===== src/pkg/drive_io_pkg.sv =====
package drive_io_pkg;

    // Sizes
    localparam int NUM_INPUTS = 5;
    localparam int DATA_W     = 32;
    localparam int ADDR_W     = 8;
    localparam int CFG_W      = 16;
    localparam int SW_W       = 4;
    localparam int PIN_W      = 2 * SW_W + NUM_INPUTS + 1;

    // Timing
    localparam int CLK_PERIOD_NS = 8;
    localparam int US_NS         = 1000;
    localparam int TICK_CYCLES   = US_NS / CLK_PERIOD_NS;
    localparam int TICK_W        = $clog2(TICK_CYCLES);

    // Debounce time limits, microseconds
    localparam logic [15:0] FILTER_MIN_US     = 16'h0032;
    localparam logic [15:0] FILTER_MAX_US     = 16'hea60;
    localparam logic [15:0] FILTER_DEFAULT_US = 16'h03e8;

    // Role codes, as bit positions of the role word
    localparam int ROLE_HOME_BIT  = 0;
    localparam int ROLE_POS_BIT   = 1;
    localparam int ROLE_NEG_BIT   = 2;
    localparam int ROLE_ESTOP_BIT = 3;
    localparam int ROLE_USER_BIT  = 4;
    localparam logic [15:0] ROLE_MAX = 16'h8000;
    localparam logic [15:0] ROLE_RST [NUM_INPUTS] =
        '{16'h0020, 16'h0001, 16'h0002, 16'h0004, 16'h0010};
    localparam logic [15:0] POLARITY_RST = 16'h0000;

    // Role status word layout
    localparam int ST_NEG_BIT   = 0;
    localparam int ST_POS_BIT   = 1;
    localparam int ST_HOME_BIT  = 2;
    localparam int ST_ESTOP_BIT = 16;
    localparam int ST_USER_LSB  = 17;

    // Alias
    localparam logic [15:0] ALIAS_SEL_PARAM     = 16'h0001;
    localparam logic [15:0] SII_ALIAS_ADDR      = 16'h0004;
    localparam logic [2:0]  ALIAS_SETTLE_CYCLES = 3'h4;

    // Register map
    localparam logic [7:0] ADDR_ROLE_BASE   = 8'h00;
    localparam logic [7:0] ADDR_FILT_BASE   = 8'h08;
    localparam logic [7:0] ADDR_POLARITY    = 8'h10;
    localparam logic [7:0] ADDR_LEVEL       = 8'h11;
    localparam logic [7:0] ADDR_ROLE_STATUS = 8'h12;
    localparam logic [7:0] ADDR_ALIAS_SEL   = 8'h13;
    localparam logic [7:0] ADDR_ALIAS_PARAM = 8'h14;
    localparam logic [7:0] ADDR_ALIAS_LIVE  = 8'h15;

endpackage : drive_io_pkg


===== src/pkg/filter_if.sv =====
`timescale 1ns/1ps
interface filter_if;
    logic        tick_us;
    logic        raw;
    logic [15:0] time_us;
    logic        level;

    modport ctrl (output tick_us, output raw, output time_us, input level);
    modport filt (input tick_us, input raw, input time_us, output level);
endinterface : filter_if


===== src/rtl/drive_input_alias.sv =====
// Local design decisions: strobed register access and the register offsets.
`timescale 1ns/1ps
// Summary of operation
// - Switch alias: high switch upper digit
// - Both switches zero: use stored word
// - Parameter method takes alias parameter value
// - Alias latched once after each reset release
// - Role codes: home, limits, stop, user
// - Per-input filter time, 50 to 60000us
// - Polarity bit per input, zero active low
// - Read-only filtered level word
// - Status: neg, pos, home, stop bits
// - Bits 17-21 show user-defined input levels
// - Drive four network status indicators
// - Power-up default roles per input
module drive_input_alias
(
    // Clock and reset
    input  wire logic                 ref_clk,
    input  wire logic                 arst_n,
    // Register port
    input  wire logic [7:0]           reg_addr,
    input  wire logic [31:0]          reg_wdata,
    input  wire logic                 reg_wr,
    input  wire logic                 reg_rd,
    output logic      [31:0]          reg_rdata,
    // Digital input pins
    input  wire logic                 input_line_one,
    input  wire logic                 input_line_two,
    input  wire logic                 input_line_three,
    input  wire logic                 input_line_four,
    input  wire logic                 input_line_five_pos,
    input  wire logic                 input_line_five_neg,
    // Rotary switches
    input  wire logic [3:0]           alias_high_digit_switch,
    input  wire logic [3:0]           alias_low_digit_switch,
    // Stored alias sources
    output logic      [15:0]          sii_read_addr,
    input  wire logic [15:0]          sii_alias_word,
    input  wire logic [15:0]          stored_alias_select,
    input  wire logic [15:0]          stored_alias_param,
    // Alias result
    output logic      [15:0]          station_alias,
    output logic                      station_alias_valid,
    // Input roles toward motion logic
    output logic      [31:0]          role_status,
    // Indicator requests
    input  wire logic                 link_in_active,
    input  wire logic                 link_out_active,
    input  wire logic                 run_request,
    input  wire logic                 error_request,
    // Indicators
    output logic                      inbound_link_indicator,
    output logic                      outbound_link_indicator,
    output logic                      run_indicator,
    output logic                      error_indicator
);

    localparam int N = drive_io_pkg::NUM_INPUTS;

    // Reset release synchroniser
    logic rst_meta_reg;
    logic rst_n_reg;

    always_ff @(posedge ref_clk or negedge arst_n)
    begin
        if (!arst_n)
        begin
            rst_meta_reg <= 1'b0;
            rst_n_reg    <= 1'b0;
        end
        else
        begin
            rst_meta_reg <= 1'b1;
            rst_n_reg    <= rst_meta_reg;
        end
    end

    // Pin synchroniser, change taken when stages two and three agree
    logic [drive_io_pkg::PIN_W-1:0] pin_raw;
    logic [drive_io_pkg::PIN_W-1:0] pin_s1_reg;
    logic [drive_io_pkg::PIN_W-1:0] pin_s2_reg;
    logic [drive_io_pkg::PIN_W-1:0] pin_s3_reg;
    logic [drive_io_pkg::PIN_W-1:0] pin_reg;
    logic [drive_io_pkg::PIN_W-1:0] pin_agree;

    assign pin_raw = {alias_high_digit_switch, alias_low_digit_switch,
                      input_line_five_neg, input_line_five_pos,
                      input_line_four, input_line_three,
                      input_line_two, input_line_one};
    assign pin_agree = ~(pin_s2_reg ^ pin_s3_reg);

    always_ff @(posedge ref_clk or negedge rst_n_reg)
    begin
        if (!rst_n_reg)
        begin
            pin_s1_reg <= '0;
            pin_s2_reg <= '0;
            pin_s3_reg <= '0;
            pin_reg    <= '0;
        end
        else
        begin
            pin_s1_reg <= pin_raw;
            pin_s2_reg <= pin_s1_reg;
            pin_s3_reg <= pin_s2_reg;
            pin_reg    <= (pin_s2_reg & pin_agree) | (pin_reg & ~pin_agree);
        end
    end

    // Differential fifth input reads high when plus is above minus
    logic [N-1:0] in_raw;
    logic [3:0]   sw_high;
    logic [3:0]   sw_low;

    assign in_raw  = {pin_reg[4] & ~pin_reg[5], pin_reg[3:0]};
    assign sw_low  = pin_reg[9:6];
    assign sw_high = pin_reg[13:10];

    // Microsecond tick
    logic [drive_io_pkg::TICK_W-1:0] tick_cnt_reg;
    logic                            tick_us_reg;

    always_ff @(posedge ref_clk or negedge rst_n_reg)
    begin
        if (!rst_n_reg)
        begin
            tick_cnt_reg <= '0;
            tick_us_reg  <= 1'b0;
        end
        else if (tick_cnt_reg ==
                 drive_io_pkg::TICK_W'(drive_io_pkg::TICK_CYCLES - 1))
        begin
            tick_cnt_reg <= '0;
            tick_us_reg  <= 1'b1;
        end
        else
        begin
            tick_cnt_reg <= tick_cnt_reg + 1'b1;
            tick_us_reg  <= 1'b0;
        end
    end

    // Per-input configuration and filtering
    logic [15:0]  role_reg [N];
    logic [15:0]  filt_reg [N];
    logic [N-1:0] level;
    logic [15:0]  polarity_reg;

    generate
        for (genvar i = 0; i < N; i++)
        begin : g_in
            filter_if fch ();

            assign fch.tick_us = tick_us_reg;
            assign fch.raw     = in_raw[i];
            assign fch.time_us = filt_reg[i];
            assign level[i]    = fch.level;

            input_debounce u_deb
            (
                .ref_clk (ref_clk),
                .rst_n   (rst_n_reg),
                .f       (fch.filt)
            );

            always_ff @(posedge ref_clk or negedge rst_n_reg)
            begin
                if (!rst_n_reg)
                begin
                    role_reg[i] <= drive_io_pkg::ROLE_RST[i];
                end
                else if (reg_wr && reg_addr ==
                         drive_io_pkg::ADDR_ROLE_BASE + 8'(i) &&
                         reg_wdata[15:0] <= drive_io_pkg::ROLE_MAX)
                begin
                    role_reg[i] <= reg_wdata[15:0];
                end
            end

            always_ff @(posedge ref_clk or negedge rst_n_reg)
            begin
                if (!rst_n_reg)
                begin
                    filt_reg[i] <= drive_io_pkg::FILTER_DEFAULT_US;
                end
                else if (reg_wr && reg_addr ==
                         drive_io_pkg::ADDR_FILT_BASE + 8'(i) &&
                         reg_wdata[15:0] >= drive_io_pkg::FILTER_MIN_US &&
                         reg_wdata[15:0] <= drive_io_pkg::FILTER_MAX_US)
                begin
                    filt_reg[i] <= reg_wdata[15:0];
                end
            end
        end
    endgenerate

    always_ff @(posedge ref_clk or negedge rst_n_reg)
    begin
        if (!rst_n_reg)
        begin
            polarity_reg <= drive_io_pkg::POLARITY_RST;
        end
        else if (reg_wr && reg_addr == drive_io_pkg::ADDR_POLARITY)
        begin
            polarity_reg <= reg_wdata[15:0];
        end
    end

    // Active state after polarity: zero bit means active low
    logic [N-1:0] active;

    assign active = ~(level ^ polarity_reg[N-1:0]);

    logic [31:0] status_next;
    logic [31:0] status_reg;

    always_comb
    begin
        status_next = '0;
        for (int k = 0; k < N; k++)
        begin
            if (role_reg[k][drive_io_pkg::ROLE_NEG_BIT] && active[k])
            begin
                status_next[drive_io_pkg::ST_NEG_BIT] = 1'b1;
            end
            if (role_reg[k][drive_io_pkg::ROLE_POS_BIT] && active[k])
            begin
                status_next[drive_io_pkg::ST_POS_BIT] = 1'b1;
            end
            if (role_reg[k][drive_io_pkg::ROLE_HOME_BIT] && active[k])
            begin
                status_next[drive_io_pkg::ST_HOME_BIT] = 1'b1;
            end
            if (role_reg[k][drive_io_pkg::ROLE_ESTOP_BIT] && active[k])
            begin
                status_next[drive_io_pkg::ST_ESTOP_BIT] = 1'b1;
            end
            if (role_reg[k][drive_io_pkg::ROLE_USER_BIT])
            begin
                status_next[drive_io_pkg::ST_USER_LSB + k] = level[k];
            end
        end
    end

    always_ff @(posedge ref_clk or negedge rst_n_reg)
    begin
        if (!rst_n_reg)
        begin
            status_reg <= '0;
        end
        else
        begin
            status_reg <= status_next;
        end
    end

    assign role_status = status_reg;

    // Alias configuration registers, read back only; alias_pick uses the stored_alias_select input
    logic [15:0] alias_sel_reg;
    logic [15:0] alias_param_reg;

    always_ff @(posedge ref_clk or negedge rst_n_reg)
    begin
        if (!rst_n_reg)
        begin
            alias_sel_reg   <= '0;
            alias_param_reg <= '0;
        end
        else if (reg_wr && reg_addr == drive_io_pkg::ADDR_ALIAS_SEL)
        begin
            alias_sel_reg <= reg_wdata[15:0];
        end
        else if (reg_wr && reg_addr == drive_io_pkg::ADDR_ALIAS_PARAM)
        begin
            alias_param_reg <= reg_wdata[15:0];
        end
    end

    // stored word is fetched from its fixed address
    assign sii_read_addr = drive_io_pkg::SII_ALIAS_ADDR;

    // Alias source choice
    logic [15:0] alias_pick;

    always_comb
    begin
        if (stored_alias_select == drive_io_pkg::ALIAS_SEL_PARAM)
        begin
            alias_pick = stored_alias_param;
        end
        else if ({sw_high, sw_low} != 8'h00)
        begin
            alias_pick = {8'h00, sw_high, sw_low};
        end
        else
        begin
            alias_pick = sii_alias_word;
        end
    end

    // one capture after reset release, once switches settled
    logic [2:0]  settle_reg;
    logic        alias_valid_reg;
    logic [15:0] alias_reg;

    always_ff @(posedge ref_clk or negedge rst_n_reg)
    begin
        if (!rst_n_reg)
        begin
            settle_reg      <= '0;
            alias_valid_reg <= 1'b0;
            alias_reg       <= '0;
        end
        else if (!alias_valid_reg)
        begin
            if (settle_reg == drive_io_pkg::ALIAS_SETTLE_CYCLES)
            begin
                alias_valid_reg <= 1'b1;
                alias_reg       <= alias_pick;
            end
            else
            begin
                settle_reg <= settle_reg + 3'h1;
            end
        end
    end

    assign station_alias       = alias_reg;
    assign station_alias_valid = alias_valid_reg;

    always_ff @(posedge ref_clk or negedge rst_n_reg)
    begin
        if (!rst_n_reg)
        begin
            inbound_link_indicator  <= 1'b0;
            outbound_link_indicator <= 1'b0;
            run_indicator           <= 1'b0;
            error_indicator         <= 1'b0;
        end
        else
        begin
            inbound_link_indicator  <= link_in_active;
            outbound_link_indicator <= link_out_active;
            run_indicator           <= run_request;
            error_indicator         <= error_request;
        end
    end

    // Read mux, unmapped reads return zero
    logic [31:0] rd_mux;

    always_comb
    begin
        rd_mux = '0;
        for (int k = 0; k < N; k++)
        begin
            if (reg_addr == drive_io_pkg::ADDR_ROLE_BASE + 8'(k))
            begin
                rd_mux = {16'h0000, role_reg[k]};
            end
            if (reg_addr == drive_io_pkg::ADDR_FILT_BASE + 8'(k))
            begin
                rd_mux = {16'h0000, filt_reg[k]};
            end
        end
        case (reg_addr)
            drive_io_pkg::ADDR_POLARITY:
                rd_mux = {16'h0000, polarity_reg};
            drive_io_pkg::ADDR_LEVEL:
                rd_mux = {27'h0000000, level};
            drive_io_pkg::ADDR_ROLE_STATUS:
                rd_mux = status_reg;
            drive_io_pkg::ADDR_ALIAS_SEL:
                rd_mux = {16'h0000, alias_sel_reg};
            drive_io_pkg::ADDR_ALIAS_PARAM:
                rd_mux = {16'h0000, alias_param_reg};
            drive_io_pkg::ADDR_ALIAS_LIVE:
                rd_mux = {16'h0000, alias_reg};
            default:
                rd_mux = rd_mux;
        endcase
    end

    always_ff @(posedge ref_clk or negedge rst_n_reg)
    begin
        if (!rst_n_reg)
        begin
            reg_rdata <= '0;
        end
        else if (reg_rd)
        begin
            reg_rdata <= rd_mux;
        end
        else
        begin
            reg_rdata <= '0;
        end
    end

endmodule : drive_input_alias


===== src/rtl/input_debounce.sv =====
`timescale 1ns/1ps
module input_debounce
(
    // Clock and reset
    input  wire logic ref_clk,
    input  wire logic rst_n,
    // Filter channel
    filter_if.filt    f
);

    logic [15:0] cnt_reg;
    logic [15:0] cnt_next;
    logic        level_reg;
    logic        level_next;

    always_comb
    begin
        cnt_next   = cnt_reg;
        level_next = level_reg;
        if (f.raw == level_reg)
        begin
            cnt_next = '0;
        end
        else if (f.tick_us)
        begin
            if (cnt_reg + 16'h0001 >= f.time_us)
            begin
                level_next = f.raw;
                cnt_next   = '0;
            end
            else
            begin
                cnt_next = cnt_reg + 16'h0001;
            end
        end
    end

    always_ff @(posedge ref_clk or negedge rst_n)
    begin
        if (!rst_n)
        begin
            cnt_reg   <= '0;
            level_reg <= 1'b0;
        end
        else
        begin
            cnt_reg   <= cnt_next;
            level_reg <= level_next;
        end
    end

    assign f.level = level_reg;

endmodule : input_debounce


===== config.mk =====
export PLATFORM = sky130hd
export DESIGN_NAME = drive_input_alias
export DESIGN_NICKNAME = d
export VERILOG_FILES = /design/src/pkg/drive_io_pkg.sv /design/src/pkg/filter_if.sv /design/src/rtl/drive_input_alias.sv /design/src/rtl/input_debounce.sv
export SDC_FILE = /design/constraint.sdc
export NUM_CORES = 1
export LEC_CHECK = 0
export BUFFER_PORTS_ARGS = -buffer_cell sky130_fd_sc_hd__buf_4
export CORE_MARGIN = 2
export CORE_UTILIZATION = 50
export DETAILED_ROUTE_END_ITERATION = 6
export PLACE_DENSITY = 0.67
export REMOVE_ABC_BUFFERS = 1
export SYNTH_ARGS = -nofsm -noshare
export SYNTH_HDL_FRONTEND = slang
export SYNTH_HIERARCHICAL = 1
export SYNTH_SLANG_ARGS = --single-unit

===== constraint.sdc =====
create_clock -name ref_clk -period 23 [get_ports ref_clk]
set_input_delay 2.3 -clock ref_clk [delete_from_list [all_inputs] [get_ports ref_clk]]
set_output_delay 2.3 -clock ref_clk [all_outputs]
set_load 0.01 [all_outputs]

==> flow_metrics.env <==
export IMPL_outcome="complete, but fails checks"
export IMPL_violations="DRC"
export IMPL_min_period_over_period_pct=21.80
export IMPL_final_area_um2=24730
export IMPL_root_buffer="clkbuf_16"
export IMPL_yosysSeqAreaShare_pct=47.72
export IMPL_relSlewSlack_pct=12.71
export IMPL_ctsHtreeMaxLevel=2
export IMPL_yosys_warnings=6
export IMPL_netlist_instances=1958
export IMPL_syn_mean_instance_area_um2=11.13
export IMPL_die_y_um=212.8
export IMPL_timing_critical_path_slowest_stage_cell="or3b_1"
export IMPL_grt_overflow=0
export IMPL_globalplace_congestion=0.9383
export IMPL_cellPowerDensity_nw_per_um2=70.04
export IMPL_clk_latency_ns=0.58
export IMPL_total_power_w=0.001732
export IMPL_area_growth_pct=13.43
export IMPL_fin_util_pct=57.41
export IMPL_max_stage_delay_ns=0.75
export IMPL_leakage_nw=11.62
export IMPL_grt_max_degree=199
export IMPL_vias_per_cell=5.938
export IMPL_synth_compound_area_share_pct=12.18
export IMPL_synth_top_family_by_area="multiplexers"
export IMPL_finalSetupViolations=0
export IMPL_synth_cell_type_count=86
export IMPL_synth_xor_area_share_pct=3.455
export IMPL_clkSinkCount=414
export IMPL_initial_core_util_pct=50.61
export IMPL_grt_usage_pct=26.95
export IMPL_worst_path_buf_inv=2
export IMPL_wl_per_cell_um=22.27
export IMPL_num_io_pins=211
export IMPL_synthFlopType="dfrtp_1"
export IMPL_vias=15900
export IMPL_critPathTopFamily="simple AND/OR/NAND/NOR gates"
export IMPL_rows=76
export IMPL_synth_simple_area_share_pct=11.54
export IMPL_mappedNetlistArea_um2=21800
export IMPL_r2r_cells=11
export IMPL_post_cts_setup_buffer_count=0
export IMPL_cp_end_kind="register"
export IMPL_setup_tns_ns=0
export IMPL_grt_first_pass_wirelength_um=92980
export IMPL_portBuffers=145
export IMPL_synth_adder_area_share_pct=5.751
export IMPL_die_area_um2=45290
export IMPL_dpl_hpwl_um=41420
export IMPL_tightest_slew_ns=1.297
export IMPL_vdd_ir_drop_max_v=0.00005876
export IMPL_crit_chain="buf_4 -> buf_4 -> or3b_1 -> nor2_8 -> nand3_1 -> mux2_2"
export IMPL_critPathLaunchType="input port"
export IMPL_postCtsHoldBufs=0
export IMPL_placed_area_um2=23030
export IMPL_ant_nets=0
export IMPL_synthArstFlopShare_pct=100.0
export IMPL_min_path_type="reg2async"
export IMPL_cts_max_path_buffers=3
export IMPL_maxSlewViolCount=0
export IMPL_rsz0062_at_grt="false"
export IMPL_critPathArrivalTime_ns=5.47
export IMPL_final_nets=2255
export IMPL_post_route_drc_count=26
export IMPL_max_clock_freq_ghz=0.1994
export IMPL_cts_made_buffers=46
export IMPL_criticalPathCategory="in2reg"
export IMPL_core_area_um2=43080
export IMPL_finalCriticalPeriod_ns=5.014
export IMPL_cts_resized=0
export IMPL_synth_edf_count=0
export IMPL_cts_tree="done"
export IMPL_ys_ff_latch=414
export IMPL_grt_pass1_vias=15920
export IMPL_drive_gt1_share_pct=25.53
export IMPL_drtIter0Drc=1427
export IMPL_dr_pass1_iters=7
export IMPL_finClkSkew_ns=0.01431
export IMPL_cp_depth=6
export IMPL_antenna_found_initial=3
export IMPL_clkTransAtPathRegs_ns=0.06
export IMPL_cp_max_fo=36
export IMPL_hold_viol_final=0
export IMPL_wl_um=59640
export IMPL_timing_critical_path_mode_cell="buf_4"
export IMPL_maxCapViolCount=0
export IMPL_synthMuxAreaShare_pct=13.34
export IMPL_fp_dieW_um=212.8
export IMPL_cp_required_ns=23.45
[layer usage]
metal	routed length [um]	vias to the layer above	GRT usage, %
met5	13	-	0
met4	2096	2	9.380
met3	4218	137	4.795
met2	28030	613	43.94
met1	25280	8001	36.35
li1	-	7149	-
[through the flow]
stage / cells / hold slack, ns / worst slack [ns]
floorplan: 1850 / 0.3312 / 10.67
CTS: 2677 / 0.2443 / 18.05
detailed placement: 2593 / 0.2451 / 17.44
global placement: 2593 / 0.2453 / 17.51
global route: 2677 / 0.2630 / 17.90
finish: 2678 / 0.2275 / 17.99
[logic make-up (layout without fill, tap and decap cells)]
kind of cell / count (synthesis) / after routing
compound gates: 379 / 379
simple gates: 455 / 455
flops: 414 / 414
mux: 254 / 254
xor+xnor: 86 / 86
buf+inv: 265 / 351
fa+ha+maj: 103 / 103
other cells: 2 / 51
[cells in the mapped netlist (21+ instances only)]
| master | instances | share of area (%) |
|---|---|---|
| nand2_1 | 110 | 1.9 |
| a22oi_1 | 21 | 0.72 |
| a21oi_1 | 83 | 1.9 |
| nand3_1 | 51 | 1.2 |
| nand2b_1 | 25 | 0.72 |
| a22o_1 | 45 | 1.8 |
| clkbuf_1 | 65 | 1.1 |
| inv_1 | 109 | 1.9 |
| nand4_1 | 21 | 0.60 |
| xnor2_1 | 44 | 1.8 |
| o21ai_0 | 64 | 1.5 |
| dfrtp_1 | 379 | 44 |
| ha_1 | 89 | 5.1 |
| dfstp_2 | 35 | 4.2 |
| mux2i_1 | 25 | 1.1 |
| nor3_1 | 27 | 0.62 |
| nor2_1 | 89 | 1.5 |
| buf_4 | 49 | 1.7 |
| xor2_1 | 42 | 1.7 |
| mux2_2 | 211 | 11 |
| o22ai_1 | 21 | 0.60 |
[report_power, final]
| part | switching (W) | leakage (nW) | internal (W) |
|---|---|---|---|
| registers | 0.0000206 | 5.44 | 0.000755 |
| logic | 0.0000869 | 5.34 | 0.0000545 |
| clock network | 0.000304 | 0.844 | 0.000511 |
[final timing paths]
path                                          start                       end  slack (ns)
max reg2reg                g_in[0].u_deb/cnt_reg[0]  g_in[0].u_deb/cnt_reg[0]       19.04
min in group ref_clk                  pin_s1_reg[9]             pin_s2_reg[9]        0.34
min                                       rst_n_reg       station_alias_valid        0.23
max                                     reg_addr[2]              role_reg[15]       17.99
max in group asynchronous                 rst_n_reg             reg_rdata[19]       19.92
min reg2reg                               rst_n_reg       station_alias_valid        0.23
[cells in the final DEF, fill, tap and decap left out, drive strengths merged, types with 45 or more instances in the layout]
master	n
conb	50
buf	158
nand2	115
ha	89
nand3	51
dfrtp	379
nor2	92
o21ai	69
a22o	45
a21oi	83
mux2	225
inv	109
clkbuf	64
[worst reg2reg max path, stage by stage (launching register included)]
cell     delay, ns
dfrtp_1       0.45
ha_1          0.31
nand4_1       0.23
nor3_1        0.48
nand3_1       0.17
xnor2_1       0.19
ha_1          0.30
nand4_1       0.14
or3_1         0.44
or4_4         0.55
and4b_4       0.31
mux2_2        0.29
[cell type report]
| cell class | instances | area [um^2] |
|---|---|---|
| inverters | 109 | 409.1 |
| clock buffers | 64 | 1393 |
| flip-flops and latches | 414 | 10410 |
| multi-input cells | 1327 | 10280 |
| fillers | 3633 | 18350 |
| repair buffers | 158 | 1199 |
| clock inverters | 20 | 306.5 |
| well taps | 585 | 732.0 |
| diodes | 1 | 2.502 |
No activity file was read; power rests on OpenSTA's default activity.
